[config.mk]
export PLATFORM = sky130hd
export DESIGN_NAME = mbxc_gateway
export DESIGN_NICKNAME = d
export VERILOG_FILES = /design/src/mbxc_pkg.sv /design/src/mbxc_chk_if.sv /design/src/mbxc_gateway.sv /design/src/mbxc_checker.sv
export SDC_FILE = /design/constraint.sdc
export NUM_CORES = 1
export LEC_CHECK = 0
export ABC_CLOCK_PERIOD_IN_PS = 4500
export BUFFER_PORTS_ARGS = -buffer_cell sky130_fd_sc_hd__buf_2
export CAP_MARGIN = 40
export CORE_ASPECT_RATIO = 1.75
export CORE_MARGIN = 1.5
export CORE_UTILIZATION = 45
export CTS_CLUSTER_SIZE = 40
export DETAILED_ROUTE_END_ITERATION = 7
export HOLD_SLACK_MARGIN = 0.08
export PLACE_DENSITY_LB_ADDON = 0.08
export SKIP_CTS_REPAIR_TIMING = 1
export SLEW_MARGIN = 20
export SYNTH_ARGS = -nofsm -noshare
export SYNTH_HDL_FRONTEND = slang
export SYNTH_SLANG_ARGS = --single-unit
[constraint.sdc]
create_clock -name clock -period 4.5 [get_ports clock]
set_input_delay 0.225 -clock clock [delete_from_list [all_inputs] [get_ports clock]]
set_output_delay 0.225 -clock clock [all_outputs]
set_load 0.005 [all_outputs]
[src/mbxc_pkg.sv]
/*
 * Constants, codes and field layouts of the request exception checker.
 * Assumes one 250 MHz clock and an asynchronous active-low reset around it.
 */
// Overview of operation
// Invalid command or invalid register read gets an exception response, not a reply.
// Exception response returns the request function code with its top bit set.
// Exception response carries the applicable exception code in its data field.
// Protocol identifier must be zero; otherwise answer illegal function 0x01.
// Function supported by neither gateway nor panel gets illegal function 0x01.
// Any control command is refused with illegal function 0x01; the checker refuses writes only while wr_enable is low.
// Register range unsupported for the target panel gets illegal address 0x02.
// Valid range but absent detector, module or zone gets illegal address 0x02.
// Analog read from a non 4-20 mA point gets illegal address 0x02.
// Reads above 100 registers get illegal data value 0x03.
// Analog reads above 10 registers get illegal data value 0x03.
// Command write with data invalid for the register gets 0x03.
// Unit ID not configured for monitoring gets gateway path failed 0x0A.
// Target panel offline or network failed gets gateway target failed 0x0B.
// Life-safety categories: fire 10H, life security 11H, life process 12H, medical 13H.
// Property security 20H, property process 21H, guard tour 30H, equipment 40H.
// Disabled alarm 52H, disabled active 55H, non-fire 71H, non-fire no ack 72H.
// No active status writes zero; absent device writes 0xFF.
// A point may hold several states at once.
// Device types: detectors 1-50, monitors 51-150, control modules 151-250.
// Client waits for each response before sending the next request.
// First read of an analog group starts polling and returns zeros.
// Checks run protocol, unit, function, count, address; first failure reported.
// Exception response echoes transaction identifier and Unit ID.
package mbxc_pkg;
    // ====================================================================
    // Protocol and exception codes
    localparam logic [15:0] PROTO_ID_MODBUS   = 16'h0000;
    localparam logic [7:0]  EXC_NONE          = 8'h00;
    localparam logic [7:0]  EXC_ILLEGAL_FUNC  = 8'h01;
    localparam logic [7:0]  EXC_ILLEGAL_ADDR  = 8'h02;
    localparam logic [7:0]  EXC_ILLEGAL_VALUE = 8'h03;
    localparam logic [7:0]  EXC_PATH_FAILED   = 8'h0a;
    localparam logic [7:0]  EXC_TARGET_FAILED = 8'h0b;
    localparam logic [7:0]  FC_EXC_FLAG       = 8'h80;
    // ====================================================================
    // Function codes
    localparam logic [7:0]  FC_WRITE_COIL     = 8'h05;
    localparam logic [7:0]  FC_READ_HOLD      = 8'h03;
    localparam logic [7:0]  FC_READ_INPUT     = 8'h04;
    localparam logic [7:0]  FC_WRITE_SINGLE   = 8'h06;
    localparam logic [7:0]  FC_WRITE_COILS    = 8'h0f;
    localparam logic [7:0]  FC_WRITE_MULTI    = 8'h10;
    localparam logic [7:0]  FC_DEVICE_ID      = 8'h2b;
    // ====================================================================
    // Count limits and register space
    localparam logic [15:0] MAX_READ_REGS     = 16'h0064;
    localparam logic [15:0] MAX_ANALOG_REGS   = 16'h000a;
    localparam logic [16:0] ADDR_HI           = 17'h089ff;
    localparam logic [15:0] ANALOG_LO         = 16'h7530;
    localparam logic [15:0] ANALOG_HI         = 16'h7917;
    // ====================================================================
    // Event categories
    localparam logic [7:0]  CAT_NONE          = 8'h00;
    localparam logic [7:0]  CAT_FIRE          = 8'h10;
    localparam logic [7:0]  CAT_LIFE_SEC      = 8'h11;
    localparam logic [7:0]  CAT_LIFE_PROC     = 8'h12;
    localparam logic [7:0]  CAT_MEDICAL       = 8'h13;
    localparam logic [7:0]  CAT_PROP_SEC      = 8'h20;
    localparam logic [7:0]  CAT_PROP_PROC     = 8'h21;
    localparam logic [7:0]  CAT_GUARD_TOUR    = 8'h30;
    localparam logic [7:0]  CAT_EQUIP_SUPV    = 8'h40;
    localparam logic [7:0]  CAT_DIS_ALARM     = 8'h52;
    localparam logic [7:0]  CAT_DIS_ACTIVE    = 8'h55;
    localparam logic [7:0]  CAT_NONFIRE       = 8'h71;
    localparam logic [7:0]  CAT_NONFIRE_NOACK = 8'h72;
    localparam logic [7:0]  CAT_NOT_PRESENT   = 8'hff;
    localparam int          NUM_STATES        = 12;
    // ====================================================================
    // Device type classes
    localparam logic [7:0]  DET_TYPE_LO       = 8'h01;
    localparam logic [7:0]  DET_TYPE_HI       = 8'h32;
    localparam logic [7:0]  MON_TYPE_HI       = 8'h96;
    localparam logic [7:0]  CTL_TYPE_HI       = 8'hfa;
    localparam logic [1:0]  CLASS_NONE        = 2'h0;
    localparam logic [1:0]  CLASS_DETECTOR    = 2'h1;
    localparam logic [1:0]  CLASS_MONITOR     = 2'h2;
    localparam logic [1:0]  CLASS_CONTROL     = 2'h3;
    // ====================================================================
    // Timing
    localparam int          CLK_PERIOD_NS     = 4;
    localparam int          RESP_LATENCY      = 3;

    typedef enum logic [1:0] {
        MBXC_IDLE  = 2'b00,
        MBXC_CHECK = 2'b01,
        MBXC_WAIT  = 2'b10,
        MBXC_RESP  = 2'b11
    } mbxc_state_t;
endpackage : mbxc_pkg

[src/mbxc_chk_if.sv]
/*
 * Carrier between the request sequencer and the request checker.
 * Assumes both ends run on the same clock.
 */
`timescale 1ns/10ps
interface mbxc_chk_if;
    logic        start;
    logic [15:0] proto_id;
    logic [7:0]  unit_id;
    logic [7:0]  func_code;
    logic [15:0] start_addr;
    logic [15:0] reg_count;
    logic        unit_cfg;
    logic        panel_online;
    logic        point_present;
    logic        point_analog;
    logic        wr_enable;
    logic        wr_data_ok;
    logic        done;
    logic [7:0]  exc_code;
    logic        analog_read;

    modport ctrl (output start, proto_id, unit_id, func_code, start_addr, reg_count,
                  unit_cfg, panel_online, point_present, point_analog, wr_enable,
                  wr_data_ok, input done, exc_code, analog_read);
    modport verdict (input start, proto_id, unit_id, func_code, start_addr, reg_count,
                     unit_cfg, panel_online, point_present, point_analog, wr_enable,
                     wr_data_ok, output done, exc_code, analog_read);
endinterface : mbxc_chk_if

[src/mbxc_gateway.sv]
/*
 * Request sequencer of the gateway exception checker, with event category
 * and device class encoders.
 * Assumes request fields and point status stand valid with req_valid.
 */
`timescale 1ns/10ps
module mbxc_gateway
    import mbxc_pkg::*;
(
    input  wire logic                  clock,            // 250 MHz clock
    input  wire logic                  rst_n,            // Asynchronous reset, active low
    input  wire logic                  req_valid,        // Request present
    input  wire logic [15:0]           req_trans_id,     // Transaction identifier
    input  wire logic [15:0]           req_proto_id,     // Protocol identifier
    input  wire logic [7:0]            req_unit_id,      // Unit ID
    input  wire logic [7:0]            req_func,         // Function code
    input  wire logic [15:0]           req_addr,         // Start register
    input  wire logic [15:0]           req_count,        // Register count
    input  wire logic                  unit_cfg,         // Unit ID set up for monitoring
    input  wire logic                  panel_online,     // Target panel reachable
    input  wire logic                  point_present,    // Addressed point exists
    input  wire logic                  point_analog,     // Addressed points are 4-20 mA
    input  wire logic                  wr_enable,        // Command writes allowed
    input  wire logic                  wr_data_ok,       // Write data valid for register
    input  wire logic [NUM_STATES-1:0] point_state,      // Active states of a point
    input  wire logic                  point_absent,     // Point not fitted
    input  wire logic [7:0]            device_type,      // Device type code
    output logic                       req_ready,        // Ready for a request
    output logic                       resp_valid,       // Response pulse
    output logic                       resp_exc,         // Response is an exception
    output logic [7:0]                 resp_func,        // Returned function code
    output logic [7:0]                 resp_code,        // Exception code
    output logic [15:0]                resp_trans_id,    // Echoed transaction identifier
    output logic [7:0]                 resp_unit_id,     // Echoed Unit ID
    output logic                       resp_zero_fill,   // Reply data is all zeros
    output logic                       analog_poll_start,// Start polling the analog group
    output logic [7:0]                 event_category,   // Encoded event category
    output logic [1:0]                 device_class      // Device type class
);
    typedef struct packed {
        mbxc_state_t st;
        logic        ready;
        logic [15:0] trans;
        logic [15:0] proto;
        logic [7:0]  unit;
        logic [7:0]  func;
        logic [15:0] addr;
        logic [15:0] count;
        logic [5:0]  flags;
        logic        resp_valid;
        logic        resp_exc;
        logic [7:0]  resp_func;
        logic [7:0]  resp_code;
        logic [15:0] resp_trans;
        logic [7:0]  resp_unit;
        logic        zero_fill;
        logic        poll_start;
        logic        last_valid;
        logic [15:0] last_addr;
        logic [15:0] last_count;
        logic [7:0]  category;
        logic [1:0]  dev_class;
    } mbxc_top_t;

    mbxc_top_t state_reg;
    mbxc_top_t state_next;
    mbxc_chk_if chk ();

    // Highest-priority active state wins; other states stay visible on point_state
    function automatic logic [7:0] cat_encode(input logic [NUM_STATES-1:0] st,
                                              input logic absent);
        logic [7:0] table_v [NUM_STATES];
        logic [7:0] cat;
        table_v = '{CAT_FIRE, CAT_LIFE_SEC, CAT_LIFE_PROC, CAT_MEDICAL,
                    CAT_PROP_SEC, CAT_PROP_PROC, CAT_GUARD_TOUR, CAT_EQUIP_SUPV,
                    CAT_DIS_ALARM, CAT_DIS_ACTIVE, CAT_NONFIRE, CAT_NONFIRE_NOACK};
        cat = CAT_NONE;
        for (int i = NUM_STATES - 1; i >= 0; i--) begin
            if (st[i]) begin
                cat = table_v[i];
            end
        end
        return absent ? CAT_NOT_PRESENT : cat;
    endfunction : cat_encode

    function automatic logic [1:0] type_class(input logic [7:0] t);
        if (t >= DET_TYPE_LO && t <= DET_TYPE_HI) begin
            return CLASS_DETECTOR;
        end else if (t > DET_TYPE_HI && t <= MON_TYPE_HI) begin
            return CLASS_MONITOR;
        end else if (t > MON_TYPE_HI && t <= CTL_TYPE_HI) begin
            return CLASS_CONTROL;
        end
        return CLASS_NONE;
    endfunction : type_class

    // ====================================================================
    // Checker hookup
    assign chk.start         = (state_reg.st == MBXC_CHECK);
    assign chk.proto_id      = state_reg.proto;
    assign chk.unit_id       = state_reg.unit;
    assign chk.func_code     = state_reg.func;
    assign chk.start_addr    = state_reg.addr;
    assign chk.reg_count     = state_reg.count;
    assign chk.unit_cfg      = state_reg.flags[5];
    assign chk.panel_online  = state_reg.flags[4];
    assign chk.point_present = state_reg.flags[3];
    assign chk.point_analog  = state_reg.flags[2];
    assign chk.wr_enable     = state_reg.flags[1];
    assign chk.wr_data_ok    = state_reg.flags[0];

    mbxc_checker u_checker (
        .clock (clock),
        .rst_n (rst_n),
        .chk   (chk)
    );

    // ====================================================================
    // Sequencer
    always_comb begin
        logic same_group;
        state_next = state_reg;
        same_group = state_reg.last_valid && state_reg.last_addr == state_reg.addr &&
                     state_reg.last_count == state_reg.count;
        state_next.resp_valid = 1'b0;
        state_next.poll_start = 1'b0;
        state_next.category = cat_encode(point_state, point_absent);
        state_next.dev_class = type_class(device_type);
        case (state_reg.st)
            MBXC_IDLE: begin
                if (req_valid && state_reg.ready) begin
                    state_next.st = MBXC_CHECK;
                    state_next.ready = 1'b0;
                    state_next.trans = req_trans_id;
                    state_next.proto = req_proto_id;
                    state_next.unit = req_unit_id;
                    state_next.func = req_func;
                    state_next.addr = req_addr;
                    state_next.count = req_count;
                    state_next.flags = {unit_cfg, panel_online, point_present,
                                        point_analog, wr_enable, wr_data_ok};
                end
            end
            MBXC_CHECK: begin
                state_next.st = MBXC_WAIT;
            end
            MBXC_WAIT: begin
                if (chk.done) begin
                    state_next.st = MBXC_RESP;
                    state_next.resp_valid = 1'b1;
                    state_next.resp_exc = (chk.exc_code != EXC_NONE);
                    state_next.resp_code = chk.exc_code;
                    state_next.resp_func = (chk.exc_code != EXC_NONE) ?
                                           (state_reg.func | FC_EXC_FLAG) :
                                           state_reg.func;
                    state_next.resp_trans = state_reg.trans;
                    state_next.resp_unit = state_reg.unit;
                    state_next.zero_fill = chk.analog_read && !same_group;
                    state_next.poll_start = chk.analog_read && !same_group;
                    if (chk.analog_read) begin
                        state_next.last_valid = 1'b1;
                        state_next.last_addr = state_reg.addr;
                        state_next.last_count = state_reg.count;
                    end
                end
            end
            MBXC_RESP: begin
                state_next.st = MBXC_IDLE;
                state_next.ready = 1'b1;
            end
            default: begin
                state_next.st = MBXC_IDLE;
                state_next.ready = 1'b1;
            end
        endcase
    end

    always_ff @(posedge clock or negedge rst_n) begin
        if (!rst_n) begin
            state_reg <= '0;
            state_reg.ready <= 1'b1;
            state_reg.st <= MBXC_IDLE;
        end else begin
            state_reg <= state_next;
        end
    end

    assign req_ready         = state_reg.ready;
    assign resp_valid        = state_reg.resp_valid;
    assign resp_exc          = state_reg.resp_exc;
    assign resp_func         = state_reg.resp_func;
    assign resp_code         = state_reg.resp_code;
    assign resp_trans_id     = state_reg.resp_trans;
    assign resp_unit_id      = state_reg.resp_unit;
    assign resp_zero_fill    = state_reg.zero_fill;
    assign analog_poll_start = state_reg.poll_start;
    assign event_category    = state_reg.category;
    assign device_class      = state_reg.dev_class;

    logic accept;
    assign accept = req_valid && req_ready;
endmodule : mbxc_gateway

[src/mbxc_checker.sv]
/*
 * Request checker: one clock after start it reports the first failing check.
 * Assumes the request fields stand steady while start is high.
 */
`timescale 1ns/10ps
module mbxc_checker
    import mbxc_pkg::*;
(
    input  wire logic clock,  // 250 MHz clock
    input  wire logic rst_n,  // Asynchronous reset, active low
    mbxc_chk_if.verdict chk   // Request fields in, verdict out
);
    typedef struct packed {
        logic       done;
        logic [7:0] code;
        logic       analog;
    } mbxc_chk_t;

    mbxc_chk_t state_reg;
    mbxc_chk_t state_next;

    function automatic logic is_write(input logic [7:0] fc);
        return fc == FC_WRITE_COIL || fc == FC_WRITE_SINGLE ||
               fc == FC_WRITE_COILS || fc == FC_WRITE_MULTI;
    endfunction : is_write

    function automatic logic is_read(input logic [7:0] fc);
        return fc == FC_READ_HOLD || fc == FC_READ_INPUT;
    endfunction : is_read

    // ====================================================================
    // Ordered checks
    always_comb begin
        logic [16:0] last_addr;
        logic        analog;
        last_addr = 17'({1'b0, chk.start_addr} + {1'b0, chk.reg_count} - 17'h00001);
        analog = is_read(chk.func_code) && chk.start_addr >= ANALOG_LO &&
                 chk.start_addr <= ANALOG_HI;
        state_next.done = chk.start;
        state_next.analog = 1'b0;
        state_next.code = EXC_NONE;
        if (chk.proto_id != PROTO_ID_MODBUS) begin
            state_next.code = EXC_ILLEGAL_FUNC;
        end else if (!chk.unit_cfg) begin
            state_next.code = EXC_PATH_FAILED;
        end else if (is_write(chk.func_code) && !chk.wr_enable) begin
            state_next.code = EXC_ILLEGAL_FUNC;
        end else if (!is_write(chk.func_code) && !is_read(chk.func_code) &&
                     chk.func_code != FC_DEVICE_ID) begin
            state_next.code = EXC_ILLEGAL_FUNC;
        end else if (is_read(chk.func_code) && (chk.reg_count == 16'h0000 ||
                     chk.reg_count > MAX_READ_REGS)) begin
            state_next.code = EXC_ILLEGAL_VALUE;
        end else if (analog && chk.reg_count > MAX_ANALOG_REGS) begin
            state_next.code = EXC_ILLEGAL_VALUE;
        end else if (is_write(chk.func_code) && !chk.wr_data_ok) begin
            state_next.code = EXC_ILLEGAL_VALUE;
        end else if (chk.func_code != FC_DEVICE_ID && (last_addr > ADDR_HI ||
                     (analog && last_addr > {1'b0, ANALOG_HI}))) begin
            state_next.code = EXC_ILLEGAL_ADDR;
        end else if (chk.func_code != FC_DEVICE_ID && !chk.point_present) begin
            state_next.code = EXC_ILLEGAL_ADDR;
        end else if (analog && !chk.point_analog) begin
            state_next.code = EXC_ILLEGAL_ADDR;
        end else if (!chk.panel_online) begin
            state_next.code = EXC_TARGET_FAILED;
        end else begin
            state_next.analog = analog;
        end
    end

    always_ff @(posedge clock or negedge rst_n) begin
        if (!rst_n) begin
            state_reg <= '0;
        end else begin
            state_reg <= state_next;
        end
    end

    assign chk.done        = state_reg.done;
    assign chk.exc_code    = state_reg.code;
    assign chk.analog_read = state_reg.analog;
endmodule : mbxc_checker

# ---- Yosys cells after proc, flatten, opt, wreduce, memory -nomap -nowiden
# Cells that the tools add are included.
dict set report word_totals {
  register_bits 186
  latch_bits 0
  mem_bits_rw 0
  romBits 0
  input_bits 110
  out_inout_bits 55
  elab_cells 145
  mem_count 0
}
dict set report op_classes {
  addsub 2
  multipliers 0
  div_mod_pow 0
  n_lt_le_gt_ge 12
  eq_ne 14
  shifts 0
  mux 50
  bitwise 0
  n_reduce_logical 42
}
# operator count
set ops {}
lappend ops {{8-bit 2-to-1 mux} 21}
lappend ops {{77-bit 2-to-1 mux} 2}
lappend ops {{89-bit 2-to-1 mux} 1}
lappend ops {{33-bit 2-to-1 mux} 1}
lappend ops {{16-bit equality test} 2}
lappend ops {{8-bit by 3-bit equality test with 1-bit output, second input constant} 3}
lappend ops {{7-bit 2-to-1 mux} 3}
lappend ops {{1-bit logical AND} 19}
lappend ops {{16-bit by 16-bit adder with 17-bit output} 1}
lappend ops {{17-bit by 15-bit greater-than comparator with 1-bit output, second input constant} 1}
lappend ops {{17-bit by 16-bit greater-than comparator with 1-bit output, second input constant} 1}
lappend ops {{17-bit by 1-bit subtractor with 17-bit output, second input constant} 1}
lappend ops {{16-bit by 15-bit greater-or-equal comparator with 1-bit output, second input constant} 1}
lappend ops {{16-bit by 4-bit greater-than comparator with 1-bit output, second input constant} 1}
lappend ops {{16-bit by 7-bit greater-than comparator with 1-bit output, second input constant} 1}
lappend ops {{16-bit by 15-bit less-or-equal comparator with 1-bit output, second input constant} 1}
lappend ops {{8-bit less-or-equal comparator, second input constant} 2}
lappend ops {{16-bit logical NOT} 1}
lappend ops {{16-bit nonzero test} 1}
lappend ops {{1-bit 2-to-1 mux} 14}
lappend ops {{2-bit 2-to-1 mux} 5}
lappend ops {{8-bit by 2-bit equality test with 1-bit output, second input constant} 1}
lappend ops {{8-bit by 4-bit equality test with 1-bit output, second input constant} 1}
lappend ops {{8-bit by 5-bit equality test with 1-bit output, second input constant} 1}
lappend ops {{other kinds (19)} 34}

# ---- Logic depth before layout (Yosys ltp)
dict set report depth {
  ltp_word 15
  depth_mapped 13
  depth_no_buf 13
}

# ---- Hierarchy
# Synthesis repeated with hierarchy kept, for this count alone.
dict set report hier_totals {
  hier_cells 861
  area_unflattened_um2 9440.3
}
# mod instances cells_each area_per_inst_um2 seq_area_each_um2
set by_module_without_submodules {}
lappend by_module_without_submodules {mbxc_gateway 1 595 7594.8 4380.5}
lappend by_module_without_submodules {mbxc_checker 1 266 1845.5 125.1}

# ---- Worst setup path before layout
# OpenSTA, ideal clock, no wires.
dict set report synth_path {
  kind {reg-to-reg}
  start {register state_reg, in the netlist chk.reg_count[1]}
  end {register u_checker.state_reg, in the netlist u_checker.chk.exc_code[3]}
  arrival_ns 3.165
  required_ns 4.434
  slack_ns 1.269
  stages_incl_launch_ff 14
  path_buffers 0
  cell_sequence {dfrtp_1 -> inv_1 -> ha_1 -> inv_1 -> ha_1 -> fa_1 -> a21o_2 -> and4_2 -> o21ai_2 -> o211ai_2 -> or2_0 -> or4b_1 -> o2111ai_1 -> a41o_1}
}
# item line
set synth_rtl {}
lappend synth_rtl {{from (decl)} mbxc_gateway.sv:65} ;# mbxc_top_t state_reg;
lappend synth_rtl {{from (signal assigned)} mbxc_gateway.sv:184} ;# state_reg <= state_next;
lappend synth_rtl {{to (signal assigned)} mbxc_checker.sv:76} ;# state_reg <= state_next;
lappend synth_rtl {{to (decl)} mbxc_checker.sv:19} ;# mbxc_chk_t state_reg;

==> flow_summary_export.csv <==
group,metric,value,unit
clock_tree,path_clk_slew,70,ps
synthesis,synthFlopType,"dfrtp_1",
floorplanning,fp.coreArea,19700,um^2
synthesis,yosysSeqAreaShare,0.487,
sta,setup_viol,0,
detailed_routing,firstDrtPassIters,4,
sta,min_period_over_period,0.781,
worst_setup_path,crit_path_max_fanout,5,
min_path,hold_class,"in -> reg",
worst_setup_path,critPathKind,"reg -> reg",
outcome,outcome,"finished clean",
synthesis,synth_most_common_cell,"dfrtp_1",
clock_tree,htree_levels,4,
synthesis,synth_top_area_share,0.484,
detailed_routing,drt_iter0_drc,248,
synthesis,synth.ff_latch_count,175,
synthesis,synth_common_cells,"dfrtp_1, mux2_2, inv_1, nand2_1, buf_4",
detailed_routing,vias,6534,
sta,fin_tns_setup,0,ps
floorplanning,die_h,190,um
sta,hold_viol,0,
power_and_ir_drop,p_leak,0.00526,uW
final_layout,diodes,0,
worst_setup_path,required,4870,ps
synthesis,netlist_instances,814,
clock_tree,cts_tree,"done",
final_layout,drive_above_1_share,0.321,
floorplanning,ios,165,
synthesis,synth_top_cells_by_area,"dfrtp_1, mux2_2, ha_1, buf_4, xnor2_1",
sta,rsz0062_at_grt,"no",
power_and_ir_drop,peakVddDrop,0.371,mV
worst_setup_path,cp-start-kind,"flip-flop",
job,cap_violations,0,
synthesis,synth_top_area_cell,"dfrtp_1",
synthesis,synth_area,8990,um^2
global_route,grt_pass1_vias,6302,
detailed_routing,routed_via_density,5.09,
sta,fmax,285,MHz
global_route,grt_overflow,0,
clock_tree,cts_sinks,175,
synthesis,synth_edf_count,0,
synthesis,synth_async_sr_flop_share,1.00,
global_route,grt_usage,0.201,
detailed_routing,drc,0,
detailed_routing,wire_per_inst,16.3,um
sta,slew_violations,0,
sta,relSlewSlack,0.482,
synthesis,avgSynthCellArea,11.0,um^2
global_route,antenna_found_initial,0,
placement,numPlacedInstances,1158,
global_route,grt_max_degree,76,
detailed_routing,wl,21000,um
sta,post-route-min-period,3510,ps
clock_tree,root_buffer,"clkbuf_16",
final_layout,fin_cells,1284,
clock_tree,clk_path_buf_depth,2,
sta,fin_skew,7.92,ps
floorplanning,start_util,0.458,
worst_setup_path,end_kind,"flip-flop",
synthesis,yosysWarningCount,0,
placement,io_buffers,159,
synthesis,ys_types,69,
power_and_ir_drop,powerDensity,732,nW/um^2
final_layout,final_nets,1173,
placement,hpwlAfterDp,15400,um
detailed_routing,drtAntennaViolNets,0,
final_layout,synthToLayoutAreaGrowth,24.9,%
placement,gp_routability_congestion,0.883,
floorplanning,die-area,20900,um^2
floorplanning,fp-row-count,68,
clock_tree,numCtsBuffers,17,
final_layout,largest_reg_flops,51,
worst_setup_path,crit_arrival,3880,ps
clock_tree,clkLatencyLatePin,430,ps
sta,tightestPinTransition,758,ps
floorplanning,die_width,110,um
global_route,grt_pass1_wl,31800,um
-- critical path: stages, from the launching register on --
cell	delay [ps]
dfrtp_1	410
inv_1	100
ha_1	280
inv_1	40
ha_1	240
fa_1	450
a21o_2	240
and4_2	250
o21ai_2	150
o211ai_2	130
or2_0	250
or4b_1	520
o2111ai_1	210
a41o_1	190
-- stage by stage --
step,instance area [um^2],power [uW],utilization,hold WS [ps],setup slack [ps]
final,11200,8220,0.571,106,987
after global routing,11200,8910,0.571,97.0,741
after global placement,9710,6740,0.494,347,1090
after CTS,10300,8220,0.523,-392,991
after detailed placement,9740,6800,0.496,74.9,1030
after floorplan,9010,5840,-,-70.6,1270
-- metal layers --
metal,global-route usage,routed length (um),up-vias
li1,-,-,3205
met2,0.366,11700,141
met3,0.0452,745,24
met5,0,0,-
met4,0.0874,592,0
met1,0.215,7910,3164
-- area by class of cell --
class                   instances  area (um^2)
clock buffers                  20          457
clock inverters                11         85.1
fillers                      1748         8420
inverters                      71          267
multi-input cells             500         3910
flip-flops and latches        175         4380
well taps                     245          307
repair buffers                262         1830
-- where the power goes --
group / switching [uW] / internal, uW
combinational: 2280 / 1970
sequential: 431 / 2140
clock: 652 / 738
-- cell families (layout without fill, tap and decap cells) --
group	after synthesis	count (layout)	synth area share
muxes	123	123	0.154
and+or+nand+nor	168	168	0.0934
DFF	175	175	0.487
buffers and inverters	143	364	0.0817
AOI/OAI and AO/OA	128	128	0.0939
xor gates and xnor gates	40	40	0.0390
adders and majority gates	36	36	0.0509
other	1	5	0.000417
-- worst paths after layout --
kind	startpoint	to	slack, ps	cells after the start
setup / recovery	chk.reg_count[1]$_DFFE_PN0P_	u_checker.chk.exc_code[3]$_DFF_PN0_	990	13
hold / removal	point_state[1]	event_category[1]$_DFF_PN0_	110	3
setup reg to reg	chk.reg_count[1]$_DFFE_PN0P_	u_checker.chk.exc_code[3]$_DFF_PN0_	990	13
hold reg to reg	state_reg[42]$_DFFE_PN0P_	state_reg[42]$_DFFE_PN0P_	470	1
max in group asynchronous	rst_n	resp_trans_id[4]$_DFFE_PN0P_	3410	3
min in group asynchronous	rst_n	chk.unit_id[2]$_DFFE_PN0P_	190	2
-- cell usage in the layout (no fill, tap or decap), types with 13 or more instances in the layout --
master | Yosys | final
nor2_1 | 37 | 37
inv_1 | 70 | 70
dlygate4sd3_1 | 0 | 95
clkbuf_16 | 0 | 17
nor4_1 | 13 | 13
ha_1 | 35 | 35
buf_2 | 2 | 159
o21ai_0 | 48 | 48
nand4_1 | 13 | 13
xnor2_1 | 32 | 32
a21oi_1 | 26 | 26
dfrtp_1 | 174 | 174
nand2_1 | 52 | 52
mux2_2 | 121 | 121
Note: power is estimated with default switching activity, not from simulation.
